`src/hdl/ccr_defs.svh`:
```
// constants of the can controller control-register and reset-mode block
`ifndef CCR_DEFS_SVH
`define CCR_DEFS_SVH
`define CCR_ADDR_CONTROL 8'h00
`define CCR_ADDR_COMMAND 8'h04
`define CCR_ADDR_STATUS 8'h08
`define CCR_CTRL_RR 0
`define CCR_CTRL_RIE 1
`define CCR_CTRL_TIE 2
`define CCR_CTRL_EIE 3
`define CCR_CTRL_OIE 4
`define CCR_CTRL_ONE 5
`define CCR_CTRL_SPARE 6
`define CCR_CTRL_ZERO 7
`define CCR_CMD_SEND 0
`define CCR_CMD_CANCEL 1
`define CCR_CMD_FREE 2
`define CCR_CMD_CLROVR 3
`define CCR_CMD_SLEEP 4
`define CCR_CMD_READ 8'hFF
`define CCR_FREE_BITS 4'hB
`define CCR_FREE_SHORT 8'h01
`define CCR_FREE_LONG 8'h80
`define CCR_FIFO_HW_START 6'h00
`endif

```
`src/hdl/ccr_pkg.sv`:
```
// types of the can controller control-register block
package ccr_pkg;
   typedef enum logic [1:0] {CCR_RESET_MODE, CCR_WAIT_FREE, CCR_OPERATING} ccr_mode_t;
endpackage

```
`src/hdl/ccr_free_if.sv`:
```
// link between mode control and bus-free counter
`timescale 1ns/100ps
`default_nettype none
interface ccr_free_if;
   logic bit_tick;
   logic bit_recessive;
   logic start;
   logic need_long;
   logic done;
   modport ctl (output bit_tick, output bit_recessive, output start, output need_long,
      input done);
   modport cnt (input bit_tick, input bit_recessive, input start, input need_long,
      output done);
endinterface
`default_nettype wire

```
`src/hdl/ccr_free_counter.sv`:
```
// counts bus-free sequences of eleven recessive bits
`include "ccr_defs.svh"
`timescale 1ns/100ps
`default_nettype none
module ccr_free_counter
   import ccr_pkg::*;
(
   input wire logic ref_clk_in, // block clock
   input wire logic rst_n_in, // async reset, active low
   ccr_free_if.cnt fr // control side
);
   logic [3:0] run;
   logic [7:0] seen;
   logic armed;
   logic done_q;
   wire run_full = (run == `CCR_FREE_BITS - 4'h1) && fr.bit_tick && fr.bit_recessive;
   wire [7:0] target = fr.need_long ? `CCR_FREE_LONG : `CCR_FREE_SHORT;
   wire last_free = run_full && (seen == target - 8'h01);
   assign fr.done = done_q;
   // recessive run length, restarted by a dominant bit or a finished sequence
   always_ff @(posedge ref_clk_in or negedge rst_n_in) begin
      if (!rst_n_in) begin
         run <= 4'h0;
      end else if (fr.start || run_full || (fr.bit_tick && !fr.bit_recessive)) begin
         run <= 4'h0;
      end else if (fr.bit_tick && armed) begin
         run <= run + 4'h1;
      end
   end
   // occurrences of bus-free and a one-cycle done pulse
   always_ff @(posedge ref_clk_in or negedge rst_n_in) begin
      if (!rst_n_in) begin
         seen <= 8'h00;
         armed <= 1'b0;
         done_q <= 1'b0;
      end else begin
         done_q <= armed && last_free;
         if (fr.start) begin
            seen <= 8'h00;
            armed <= 1'b1;
         end else if (armed && last_free) begin
            armed <= 1'b0;
         end else if (armed && run_full) begin
            seen <= seen + 8'h01;
         end
      end
   end
endmodule
`default_nettype wire

```
`src/hdl/ccr_control.sv`:
```
// control register, command strobes and reset-mode sequencing over apb
//
// Local design decision: the APB interface to the registers.
`include "ccr_defs.svh"
`timescale 1ns/100ps
`default_nettype none
module ccr_control
   import ccr_pkg::*;
(
   input wire logic ref_clk_in, // 40 mhz oscillator clock
   input wire logic rst_n_in, // hardware reset, async, active low
   input wire logic psel, // apb select
   input wire logic penable, // apb access phase
   input wire logic pwrite, // apb direction
   input wire logic [7:0] paddr, // apb byte address
   input wire logic [31:0] pwdata, // apb write data
   output logic [31:0] prdata, // apb read data
   output logic pready, // apb ready
   output logic pslverr, // apb error on unmapped address
   input wire logic bus_off_in, // bus status from error logic
   input wire logic error_status_in, // error status from error logic
   input wire logic rx_ok_in, // pulse: message received without error
   input wire logic tx_done_in, // pulse: message transmitted successfully
   input wire logic tx_buf_free_in, // level: transmit buffer accessible
   input wire logic overrun_in, // level: data overrun status
   input wire logic bit_tick_in, // pulse: one bit sampled on the bus
   input wire logic bit_recessive_in, // sampled bit is recessive
   input wire logic [5:0] fifo_start_in, // currently valid fifo start address
   output logic reset_mode_out, // controller held in reset mode, aborts traffic
   output logic bus_on_out, // controller takes part in bus activity
   output logic fifo_load_out, // pulse: load fifo pointers
   output logic [5:0] fifo_ptr_out, // value for fifo pointers
   output logic copy_tx_out, // pulse: copy sent message into receive area
   output logic rx_irq_out, // pulse: receive interrupt
   output logic tx_irq_out, // pulse: transmit interrupt
   output logic err_irq_out, // pulse: error interrupt
   output logic ovr_irq_out, // pulse: overrun interrupt
   output logic send_request_out, // pulse: transmission request
   output logic cancel_send_out, // pulse: abort transmission
   output logic free_receive_window_out, // pulse: release receive buffer
   output logic clear_overrun_flag_out, // pulse: clear data overrun
   output logic sleep_request_out // pulse: go to sleep
);
   ccr_free_if fr ();
   ccr_mode_t mode, next_mode;
   logic [4:0] ctrl_low; // enables and reset request
   logic spare_bit; // kept through every reset
   logic phase; // internal half-rate clock
   logic rr_pend, rr_pend_val;
   logic busoff_cause;
   logic bus_off_q, err_q, ovr_q, tbf_q;
   logic first_cycle;
   logic [4:0] cmd_q;
   logic [7:0] read_q;

   // apb decode
   wire setup = psel && !penable;
   wire access = psel && penable;
   wire hit_ctrl = (paddr == `CCR_ADDR_CONTROL);
   wire hit_cmd = (paddr == `CCR_ADDR_COMMAND);
   wire hit_stat = (paddr == `CCR_ADDR_STATUS);
   wire mapped = hit_ctrl || hit_cmd || hit_stat;
   wire wr_ctrl = access && pwrite && hit_ctrl;
   wire wr_cmd = access && pwrite && hit_cmd;
   wire tick = phase; // falling edge of the divided clock
   wire rr = ctrl_low[`CCR_CTRL_RR];
   wire [7:0] ctrl_view = {1'b0, spare_bit, 1'b1, ctrl_low};
   wire [7:0] stat_view = {4'h0, busoff_cause, bus_on_out, reset_mode_out, rr_pend};
   wire [7:0] read_sel = hit_ctrl ? ctrl_view :
                         hit_cmd ? `CCR_CMD_READ :
                         hit_stat ? stat_view : 8'h00;
   wire bus_off_rise = bus_off_in && !bus_off_q;
   wire rr_set_sw = tick && rr_pend && rr_pend_val;
   wire rr_clr_sw = tick && rr_pend && !rr_pend_val;
   wire rr_fall = rr && rr_clr_sw && !bus_off_in;

   assign pready = 1'b1;
   assign pslverr = access && !mapped;
   assign prdata = {24'h000000, read_q};
   assign reset_mode_out = rr;
   assign bus_on_out = (mode == CCR_OPERATING);

   // read data captured in the setup phase
   always_ff @(posedge ref_clk_in or negedge rst_n_in) begin
      if (!rst_n_in) begin
         read_q <= 8'h00;
      end else if (setup && !pwrite) begin
         read_q <= read_sel;
      end
   end

   // half-rate internal clock phase
   always_ff @(posedge ref_clk_in or negedge rst_n_in) begin
      if (!rst_n_in) begin
         phase <= 1'b0;
      end else begin
         phase <= !phase;
      end
   end

   // spare bit has no reset: only software changes it
   always_ff @(posedge ref_clk_in) begin
      if (wr_ctrl) begin
         spare_bit <= pwdata[`CCR_CTRL_SPARE];
      end
   end

   // interrupt enables take writes at once
   always_ff @(posedge ref_clk_in or negedge rst_n_in) begin
      if (!rst_n_in) begin
         ctrl_low[4:1] <= 4'h0;
      end else if (wr_ctrl) begin
         ctrl_low[4:1] <= pwdata[`CCR_CTRL_OIE:`CCR_CTRL_RIE];
      end
   end

   // software reset request held until the divided clock edge
   always_ff @(posedge ref_clk_in or negedge rst_n_in) begin
      if (!rst_n_in) begin
         rr_pend <= 1'b0;
         rr_pend_val <= 1'b0;
      end else if (wr_ctrl) begin
         rr_pend <= 1'b1;
         rr_pend_val <= pwdata[`CCR_CTRL_RR];
      end else if (tick) begin
         rr_pend <= 1'b0;
      end
   end

   // reset request: bus-off wins over a software clear
   always_ff @(posedge ref_clk_in or negedge rst_n_in) begin
      if (!rst_n_in) begin
         ctrl_low[`CCR_CTRL_RR] <= 1'b1;
      end else if (bus_off_in) begin
         ctrl_low[`CCR_CTRL_RR] <= 1'b1;
      end else if (rr_set_sw) begin
         ctrl_low[`CCR_CTRL_RR] <= 1'b1;
      end else if (rr_clr_sw) begin
         ctrl_low[`CCR_CTRL_RR] <= 1'b0;
      end
   end

   // remembers whether the last reset came from bus-off
   always_ff @(posedge ref_clk_in or negedge rst_n_in) begin
      if (!rst_n_in) begin
         busoff_cause <= 1'b0;
      end else if (bus_off_in && !rr) begin
         busoff_cause <= 1'b1;
      end else if (rr_set_sw && !rr) begin
         busoff_cause <= 1'b0;
      end
   end

   // fifo pointer load on entry into reset mode
   always_ff @(posedge ref_clk_in or negedge rst_n_in) begin
      if (!rst_n_in) begin
         first_cycle <= 1'b1;
         fifo_load_out <= 1'b0;
         fifo_ptr_out <= `CCR_FIFO_HW_START;
      end else begin
         first_cycle <= 1'b0;
         fifo_load_out <= first_cycle || ((bus_off_in || rr_set_sw) && !rr);
         fifo_ptr_out <= first_cycle ? `CCR_FIFO_HW_START : fifo_start_in;
      end
   end

   // mode sequencing and bus-free wait
   assign fr.bit_tick = bit_tick_in;
   assign fr.bit_recessive = bit_recessive_in;
   assign fr.start = rr_fall;
   assign fr.need_long = busoff_cause;
   always_comb begin
      next_mode = mode;
      case (mode)
         CCR_RESET_MODE: if (rr_fall) next_mode = CCR_WAIT_FREE;
         CCR_WAIT_FREE: if (rr) next_mode = CCR_RESET_MODE;
            else if (fr.done) next_mode = CCR_OPERATING;
         CCR_OPERATING: if (rr) next_mode = CCR_RESET_MODE;
         default: next_mode = CCR_RESET_MODE;
      endcase
   end
   always_ff @(posedge ref_clk_in or negedge rst_n_in) begin
      if (!rst_n_in) begin
         mode <= CCR_RESET_MODE;
      end else begin
         mode <= next_mode;
      end
   end

   ccr_free_counter u_free (
      .ref_clk_in(ref_clk_in),
      .rst_n_in(rst_n_in),
      .fr(fr)
   );

   // previous status levels for change detection
   always_ff @(posedge ref_clk_in or negedge rst_n_in) begin
      if (!rst_n_in) begin
         bus_off_q <= 1'b0;
         err_q <= 1'b0;
         ovr_q <= 1'b0;
         tbf_q <= 1'b1;
      end else begin
         bus_off_q <= bus_off_in;
         err_q <= error_status_in;
         ovr_q <= overrun_in;
         tbf_q <= tx_buf_free_in;
      end
   end

   // gated interrupt pulses and the ungated transmit copy pulse
   always_ff @(posedge ref_clk_in or negedge rst_n_in) begin
      if (!rst_n_in) begin
         rx_irq_out <= 1'b0;
         tx_irq_out <= 1'b0;
         err_irq_out <= 1'b0;
         ovr_irq_out <= 1'b0;
         copy_tx_out <= 1'b0;
      end else begin
         rx_irq_out <= ctrl_low[`CCR_CTRL_RIE] && rx_ok_in;
         tx_irq_out <= ctrl_low[`CCR_CTRL_TIE] && (tx_done_in || (tx_buf_free_in && !tbf_q));
         err_irq_out <= ctrl_low[`CCR_CTRL_EIE] &&
            ((bus_off_in != bus_off_q) || (error_status_in != err_q));
         ovr_irq_out <= ctrl_low[`CCR_CTRL_OIE] && overrun_in && !ovr_q;
         copy_tx_out <= tx_done_in;
      end
   end

   // command strobes, one cycle per write
   always_ff @(posedge ref_clk_in or negedge rst_n_in) begin
      if (!rst_n_in) begin
         cmd_q <= 5'h00;
      end else begin
         cmd_q <= wr_cmd ? pwdata[`CCR_CMD_SLEEP:`CCR_CMD_SEND] : 5'h00;
      end
   end
   assign send_request_out = cmd_q[`CCR_CMD_SEND];
   assign cancel_send_out = cmd_q[`CCR_CMD_CANCEL];
   assign free_receive_window_out = cmd_q[`CCR_CMD_FREE];
   assign clear_overrun_flag_out = cmd_q[`CCR_CMD_CLROVR];
   assign sleep_request_out = cmd_q[`CCR_CMD_SLEEP] && !rr;

   // checks
   property p_cmd_read;
      @(posedge ref_clk_in) disable iff (!rst_n_in)
      setup && !pwrite && hit_cmd |=> prdata[7:0] == 8'hFF;
   endproperty
   a_cmd_read: assert property (p_cmd_read) else $error("command read not all ones");
   property p_busoff_rr;
      @(posedge ref_clk_in) disable iff (!rst_n_in)
      bus_off_in |=> rr;
   endproperty
   a_busoff_rr: assert property (p_busoff_rr) else $error("bus-off did not set request");
   property p_busoff_err;
      @(posedge ref_clk_in) disable iff (!rst_n_in)
      bus_off_rise && ctrl_low[`CCR_CTRL_EIE] |=> err_irq_out;
   endproperty
   a_busoff_err: assert property (p_busoff_err) else $error("no error irq on bus-off");
   property p_ovr_once;
      @(posedge ref_clk_in) disable iff (!rst_n_in)
      overrun_in && ovr_q |=> !ovr_irq_out;
   endproperty
   a_ovr_once: assert property (p_ovr_once) else $error("repeated overrun irq");
   property p_rx_gate;
      @(posedge ref_clk_in) disable iff (!rst_n_in)
      rx_irq_out |-> $past(ctrl_low[`CCR_CTRL_RIE]) && $past(rx_ok_in);
   endproperty
   a_rx_gate: assert property (p_rx_gate) else $error("receive irq while disabled");
   property p_tx_nolock;
      @(posedge ref_clk_in) disable iff (!rst_n_in)
      tx_done_in && !rx_ok_in |=> copy_tx_out && !rx_irq_out;
   endproperty
   a_tx_nolock: assert property (p_tx_nolock) else $error("copy missing or rx irq");
   property p_rr_sync;
      @(posedge ref_clk_in) disable iff (!rst_n_in)
      $changed(rr) && !bus_off_in && !$past(bus_off_in) |-> $past(tick) && $past(rr_pend);
   endproperty
   a_rr_sync: assert property (p_rr_sync) else $error("request changed off the edge");
   property p_rr_mode;
      @(posedge ref_clk_in) disable iff (!rst_n_in)
      rr |=> !bus_on_out;
   endproperty
   a_rr_mode: assert property (p_rr_mode) else $error("bus-on during reset mode");
   property p_one_bit;
      @(posedge ref_clk_in) disable iff (!rst_n_in)
      setup && !pwrite && hit_ctrl |=> {prdata[7], prdata[5]} == 2'b01;
   endproperty
   a_one_bit: assert property (p_one_bit) else $error("fixed control bits wrong");
   property p_wait_free;
      @(posedge ref_clk_in) disable iff (!rst_n_in)
      mode == CCR_WAIT_FREE && !rr && !fr.done |=> mode == CCR_WAIT_FREE;
   endproperty
   a_wait_free: assert property (p_wait_free) else $error("bus-on without bus-free");
endmodule
`default_nettype wire

```
`config.mk`:
```
export PLATFORM = sky130hd
export DESIGN_NAME = ccr_control
export DESIGN_NICKNAME = d
export VERILOG_FILES = /design/src/hdl/ccr_pkg.sv /design/src/hdl/ccr_free_if.sv /design/src/hdl/ccr_free_counter.sv /design/src/hdl/ccr_control.sv
export VERILOG_INCLUDE_DIRS = /design/src /design/src/hdl
export SDC_FILE = /design/constraint.sdc
export NUM_CORES = 1
export LEC_CHECK = 0
export ABC_AREA = 1
export BUFFER_PORTS_ARGS = -buffer_cell sky130_fd_sc_hd__buf_4
export CAP_MARGIN = 25
export CELL_PAD_IN_SITES_DETAIL_PLACEMENT = 1
export CELL_PAD_IN_SITES_GLOBAL_PLACEMENT = 1
export CORE_MARGIN = 3
export CORE_UTILIZATION = 31
export DETAILED_ROUTE_END_ITERATION = 8
export PLACE_DENSITY_LB_ADDON = 0.1
export SETUP_SLACK_MARGIN = 0.1
export SYNTH_ARGS = -nofsm -noshare
export SYNTH_HDL_FRONTEND = slang
export SYNTH_HIERARCHICAL = 1
export SYNTH_SLANG_ARGS = --single-unit
```
`constraint.sdc`:
```
create_clock -name ref_clk_in -period 1.53 [get_ports ref_clk_in]
set_input_delay 0.153 -clock ref_clk_in [delete_from_list [all_inputs] [get_ports ref_clk_in]]
set_output_delay 0.153 -clock ref_clk_in [all_outputs]
set_load 0.02 [all_outputs]
```
==> metrics.txt, run 1 <==
Yosys top cell area share=0.458; Finish-stage setup viols=0; top_reg_cell synth=dfrtp_1; leak pwr=2.04 nW; Final Skew=0.00647 ns; Setup TNS=0 ns; Cell Chain, Critical Path=inv_2 -> ha_4 -> nand2_2 -> nor2_4 -> buf_6 -> nand4_4 -> nand4_1 -> nand2_1; share of layout cells above drive strength 1=0.316; Syn Std Cell Area=2840 sq um; Hold Path Depth=1; DRC=0; DR vias=2,362; GPL Wtd Cong=0.768; vias in the first global route=2,442; Max transition margin=0.646; die area=10,300 sq um; top-count cell post-synth=nand2_1; Worst Hold End=spare_bit; register bit total from synthesis=56; largest net degree at the start of global routing=30; R2R Path Start=u_free/run[0]; # IOs=112; first-pass GRT wire length=11,400 um; Synth warnings=6; Overflow after GRT=0; sequential-to-total area share from yosys stat=0.497; hpwl dp=5090 um; GR Util All Layers=0.138; Design Power=2.85 mW; critical path class=reg2reg; outcome=finished clean; CP Data Arrival Time=1.61 ns; # rows=34; Clock transition at path regs=0.10 ns; crit-path leading delay family=simple AND/OR/NAND/NOR gates; ys async rst share=0.982; Worst VDD drop=0.357 mV; clock buffer depth=2; r2r endpoint=u_free/seen[7]; pins over their slew limit=0; CP startpoint kind=flip-flop; worst path bufs/invs=2; Antenna diodes=0; top cells by count, synth=nand2_1, dfrtp_1, inv_1; H-tree Lvls=2; Nets=488; period utilization=0.919; RSZ-0062 raised after global routing=yes; max capacitance violation total=0; synth top area cells=dfrtp_1, nand2_1, buf_4, inv_1, nor2_1; Starting DRT DRC Count=33; Area Growth Syn to Fin=30.3%; Initial DRT Pass Iterations=4; final hold vios=0; CTS Buf Count=5; Root Buffer=clkbuf_8; R2R Setup Slk=0.12 ns; CTS tree=done; Die Width=102 um; number of enable flip-flop cells after synthesis=1; Final ANT Viol Nets=0; post-synth top area cell=dfrtp_1; Crit-path slowest cell=dfrtp_1; worst hold path class=in2reg; syn avg cell area=8.37 sq um; crit end category=flip-flop; delay of the slowest critical-path stage=0.40 ns; CP max FO=8; initial antenna violation count=0; IO buf count=60; die height=102 um; Fmax achieved=711 MHz; final WL=6770 um; clk sinks=56; core area=8810 sq um; Cells after Synth=339; Starting Density=0.322; WP data required=1.73 ns; Worst-Margin Slew=0.529 ns; min-delay src=pwdata[6]; Yosys cell types=34; Clock Latency Late Sink=0.31 ns; routed len/inst=12.7 um; WHS=0.0180 ns; Final min period=1.41 ns; R2R cell count=8; DR vias/cell=4.41; P per Cell Area=772 nW/um^2
-- metrics by stage --
step,util,setup slack (ns),cells,cell area [sq um]
2_1_floorplan,-,0.100,363,2950
3_3_place_gp,0.384,0.0508,510,3390
3_5_place_dp,0.384,0.0281,510,3390
4_1_cts,0.412,0.104,532,3630
5_1_grt,0.420,-0.0140,535,3700
6_report,0.420,0.123,535,3700
-- layout by cell type (no fill, tap or decap), types with 3 or more instances in the layout --
master / instances
nand2_1: 86
buf_4: 74
dfrtp_1: 50
inv_1: 41
nor2_1: 31
conb_1: 26
nand4_1: 13
nand3_1: 11
nor2_2: 8
nand2_2: 8
a21oi_1: 8
inv_2: 7
o21ai_1: 6
o21ai_2: 6
clkbuf_8: 6
dlygate4sd3_1: 6
buf_6: 5
nor2_4: 4
xnor2_1: 3
dfstp_2: 3
xor2_1: 3
-- layout make-up --
cell class                 count  area [sq um]
fill                        1075          5110
tap                          108           135
sequential                    56          1410
multi-input combinational    228          1180
clock buffer                   7          86.3
clock inverter                 1          7.51
timing repair buffer          86           692
inverter                      49           189
-- state kept, by name, indices dropped and copies added (netlist names), 2 cells and up --
name / cells
cmd_q: 5
ctrl_low: 4
u_free/seen: 8
read_q: 8
u_free/run: 4
mode: 2
fifo_ptr_out: 6
-- worst max path at each step --
stage | from | to | slack, ns | cells after the start
final | u_free/run[0] | u_free/seen[7] | 0.12 | 8
after global routing | busoff_cause | u_free/seen[6] | -0.01 | 8
after CTS | busoff_cause | u_free/seen[1] | 0.10 | 9
after detailed placement | u_free/run[0] | u_free/seen[7] | 0.03 | 9
after global placement | u_free/run[0] | u_free/seen[7] | 0.05 | 9
after floorplan | reset_mode_out | u_free/run[0] | 0.10 | 6
-- timing repair --
item | in CTS | in global routing
hold buffers | 6 | 0
endpoints found under the hold margin | 30 | 0
setup buffers | 8 | 3
resized for setup | 9 | 15
endpoints found under the setup margin | 11 | 13
pin swaps | 5 | 14
-- layer usage --
layer  share of wire  track usage
met3           0.064       0.0365
met5               0            0
met2            0.49        0.234
met1            0.44        0.173
met4           0.013       0.0389
-- cell families after synthesis --
family                     count (synthesis)  synth area share
AOI/OAI and AO/OA                         24            0.0564
xor gates and xnor gates                   6            0.0185
adders and majority gates                  3            0.0132
buffers and inverters                     79             0.145
DFF                                       56             0.497
other                                      2           0.00265
and+or+nand+nor                          169             0.268
-- report_power, final --
| group | internal [mW] | switching (mW) | leakage [nW] |
|---|---|---|---|
| sequential | 1.53 | 0.0391 | 0.730 |
| clock | 0.370 | 0.490 | 0.0445 |
| combinational | 0.178 | 0.249 | 1.27 |
No activity file was read; power rests on OpenSTA's default activity.
==> run 2, diff against run 1 <==
--- a/config.mk
+++ b/config.mk
@@ -18,5 +18,4 @@
 export SETUP_SLACK_MARGIN = 0.1
 export SYNTH_ARGS = -nofsm -noshare
 export SYNTH_HDL_FRONTEND = slang
-export SYNTH_HIERARCHICAL = 1
 export SYNTH_SLANG_ARGS = --single-unit
==> run 2 against run 1 <==
Compared with the run above: sequential cell count unchanged; global-route usage decreased by 0.54 points; combinational power decreased by 13%; clock skew decreased by 0.0045 ns; clock power about the same; sequential share of layout area increased by 1.4 points; cell count decreased by 5.2%; power decreased by 2.3%; sequential power about the same; utilization increased by 1.1 points; register-to-register slack about the same; highest routed layer unchanged.
==> metrics.txt, run 2 <==
outcome=finished clean (unchanged); H-tree Lvls=2 (unchanged); Overflow after GRT=0 (unchanged); RSZ-0062 raised after global routing=yes (unchanged); GR Util All Layers=0.133 (was 0.138); final hold vios=0 (unchanged); Crit-path slowest cell=dfrtp_1 (unchanged); worst path bufs/invs=2 (unchanged); # IOs=112 (unchanged); Hold Path Depth=3 (was 1); initial antenna violation count=0 (unchanged); Cells after Synth=309 (was 339); Cell Chain, Critical Path=inv_1 -> ha_2 -> nand4_4 -> nor2_4 -> buf_12 -> nand2_8 -> nand3_1 -> nand2_1 (was inv_2 -> ha_4 -> nand2_2 -> nor2_4 -> buf_6 -> nand4_4 -> nand4_1 -> nand2_1); number of enable flip-flop cells after synthesis=1 (unchanged); register bit total from synthesis=56 (unchanged); Die Width=99 um (was 102 um); core area=8300 sq um (was 8810 sq um); final WL=6480 um (was 6770 um); Yosys cell types=29 (was 34); clk sinks=56 (unchanged); DR vias/cell=4.42 (was 4.41); die area=9800 sq um (was 10,300 sq um); Final min period=1.39 ns (was 1.41 ns); Final ANT Viol Nets=0 (unchanged); Fmax achieved=717 MHz (was 711 MHz); final core area utilization=0.431 (was 0.420); routed len/inst=12.8 um (was 12.7 um); syn avg cell area=8.68 sq um (was 8.37 sq um); CTS tree=done (unchanged); FF/Latch Area=1420 sq um (was 1410 sq um); # rows=33 (was 34); DRC=0 (unchanged); Nets=463 (was 488); Setup TNS=0 ns (unchanged); CP Data Arrival Time=1.60 ns (was 1.61 ns); CP max FO=8 (unchanged); ys async rst share=0.982 (unchanged); top_reg_cell synth=dfrtp_1 (unchanged); Yosys top cell area share=0.485 (was 0.458); Clock Latency Late Sink=0.31 ns (about the same); sequential-to-total area share from yosys stat=0.526 (was 0.497); Finish-stage setup viols=0 (unchanged); synth top area cells=dfrtp_1, nand2_1, buf_4, inv_1, nor2_1 (unchanged); Syn Std Cell Area=2680 sq um (was 2840 sq um); Area Growth Syn to Fin=33.4% (was 30.3%); Starting DRT DRC Count=48 (was 33); worst hold path class=in2reg (unchanged); max capacitance violation total=0 (unchanged); leak pwr=1.91 nW (was 2.04 nW); Final Skew=0.00200 ns (was 0.00647 ns); R2R cell count=8 (unchanged); vias in the first global route=2,147 (was 2,442); commonest non-fill, non-tap cell in the layout=buf_4 (was nand2_1); Antenna diodes=0 (unchanged); die height=99 um (was 102 um); crit-path leading delay family=simple AND/OR/NAND/NOR gates (unchanged); IO buf count=60 (unchanged); largest net degree at the start of global routing=31 (was 30); Synth warnings=0 (was 6); pins over their slew limit=0 (unchanged); crit end category=flip-flop (unchanged); DR vias=2,239 (was 2,362); post-synth top area cell=dfrtp_1 (unchanged); CTS Buf Count=5 (unchanged); delay of the slowest critical-path stage=0.42 ns (was 0.40 ns); clock buffer depth=2 (unchanged); critical path class=reg2reg (unchanged); most frequent cells in the layout=buf_4, nand2_1, dfrtp_1 (was nand2_1, buf_4, dfrtp_1); CP startpoint kind=flip-flop (unchanged); top cells by count, synth=nand2_1, dfrtp_1, inv_1 (unchanged); first-pass GRT wire length=10,500 um (was 11,400 um); top-count cell post-synth=nand2_1 (unchanged); share of layout cells above drive strength 1=0.294 (was 0.316); GPL Wtd Cong=0.764 (was 0.768); Worst Slack Setup Final=0.136 ns (was 0.123 ns); Starting Density=0.323 (was 0.322); WP data required=1.74 ns (was 1.73 ns); Clock transition at path regs=0.10 ns (about the same); P per Cell Area=780 nW/um^2 (was 772 nW/um^2); top flop regs=read_q: 8 flops, u_free.seen: 8 flops, fifo_ptr_out: 6 flops (was read_q: 8 flops, u_free/seen: 8 flops, fifo_ptr_out: 6 flops); CP Depth=8 (unchanged); multi-input combinational cell area=1070 sq um (was 1180 sq um); # fillers=999 (was 1,075); hpwl dp=4860 um (was 5090 um); period utilization=0.911 (was 0.919); fin area=3580 sq um (was 3700 sq um); Initial DRT Pass Iterations=4 (unchanged); placed inst area=3240 sq um (was 3390 sq um); pre-CTS WS=0.101 ns (was 0.0281 ns); Root Buffer=clkbuf_8 (unchanged); Worst VDD drop=0.303 mV (was 0.357 mV); WHS=0.0296 ns (was 0.0180 ns)
==> run 2: cell types whose count changed after synthesis, sizes merged <==
cell	delta
clkbuf	-1
nor2	-3
nand3b	+1
nand2	-28
a31oi	-1
xor2	+1
nor3	+1
nand4	-2
xnor2	+1
inv	-9
clkinv	-1
a21oi	-1
nand3	+10
o21ai	+2
==> run 2: final cells by class <==
type / count / share of cell area
flip-flops and latches: 56 / 0.396
multi-input cells: 210 / 0.299
repair buffers: 89 / 0.201
inverters: 39 / 0.0409
well taps: 105 / 0.0367
clock buffers: 7 / 0.0241
clock inverters: 1 / 0.00210
==> run 2: repair_timing <==
item | in CTS | in global routing
gates resized for setup | 1 | 19
buffers inserted | 0 | 10
cloned | 0 | 1
endpoints found under the hold margin | 33 | 0
hold buffers | 7 | 0
pin swaps | 0 | 6
endpoints found under the setup margin | 7 | 14
==> run 2: routing by layer <==
layer  vias up  global-route usage  routed length [um]
met1      1078               0.171                2920
met2        51               0.226                3180
met5         -                   0                   0
met3         7              0.0234                 305
li1       1103                   -                   -
met4         0              0.0410                  70
==> run 2: power breakdown <==
| part | switching [mW] | internal, mW | leakage (nW) |
|---|---|---|---|
| Clock | 0.490 | 0.370 | 0.0445 |
| Combinational | 0.219 | 0.154 | 1.13 |
| Sequential | 0.0315 | 1.53 | 0.730 |
| Total | 0.741 | 2.05 | 1.91 |
==> run 2: stage by stage <==
stage	cells	power (mW)
6_report	507	2.79
5_1_grt	507	2.93
4_1_cts	496	2.81
3_5_place_dp	481	1.92
3_3_place_gp	481	1.91
2_1_floorplan	333	1.80
==> run 2: worst min-delay path: stages <==
cell and delay [ns]:
buf_4 0.08, nand2_1 0.04, inv_1 0.04
==> run 2: worst paths after layout <==
kind | endpoint | slack [ns] | from
max in group asynchronous | reset_mode_out | 0.69 | rst_n_in
worst min-delay path | rx_irq_out | 0.03 | rx_ok_in
min in group asynchronous | u_free.seen[4] | 0.31 | rst_n_in
worst max register to register | u_free.seen[6] | 0.14 | u_free.run[0]
worst min register to register | ovr_irq_out | 0.40 | ovr_q
worst max-delay path | u_free.seen[6] | 0.14 | u_free.run[0]
==> run 2: cells by family (layout without fill, tap and decap cells) <==
kind of cell / count (synthesis) / after routing / synth area share
simple gates: 148 / 149 / 0.247
buf+inv: 68 / 136 / 0.134
flops: 56 / 56 / 0.526
compound gates: 24 / 24 / 0.0495
xor+xnor: 8 / 8 / 0.0261
fa+ha+maj: 3 / 3 / 0.0140
other cells: 2 / 26 / 0.00280
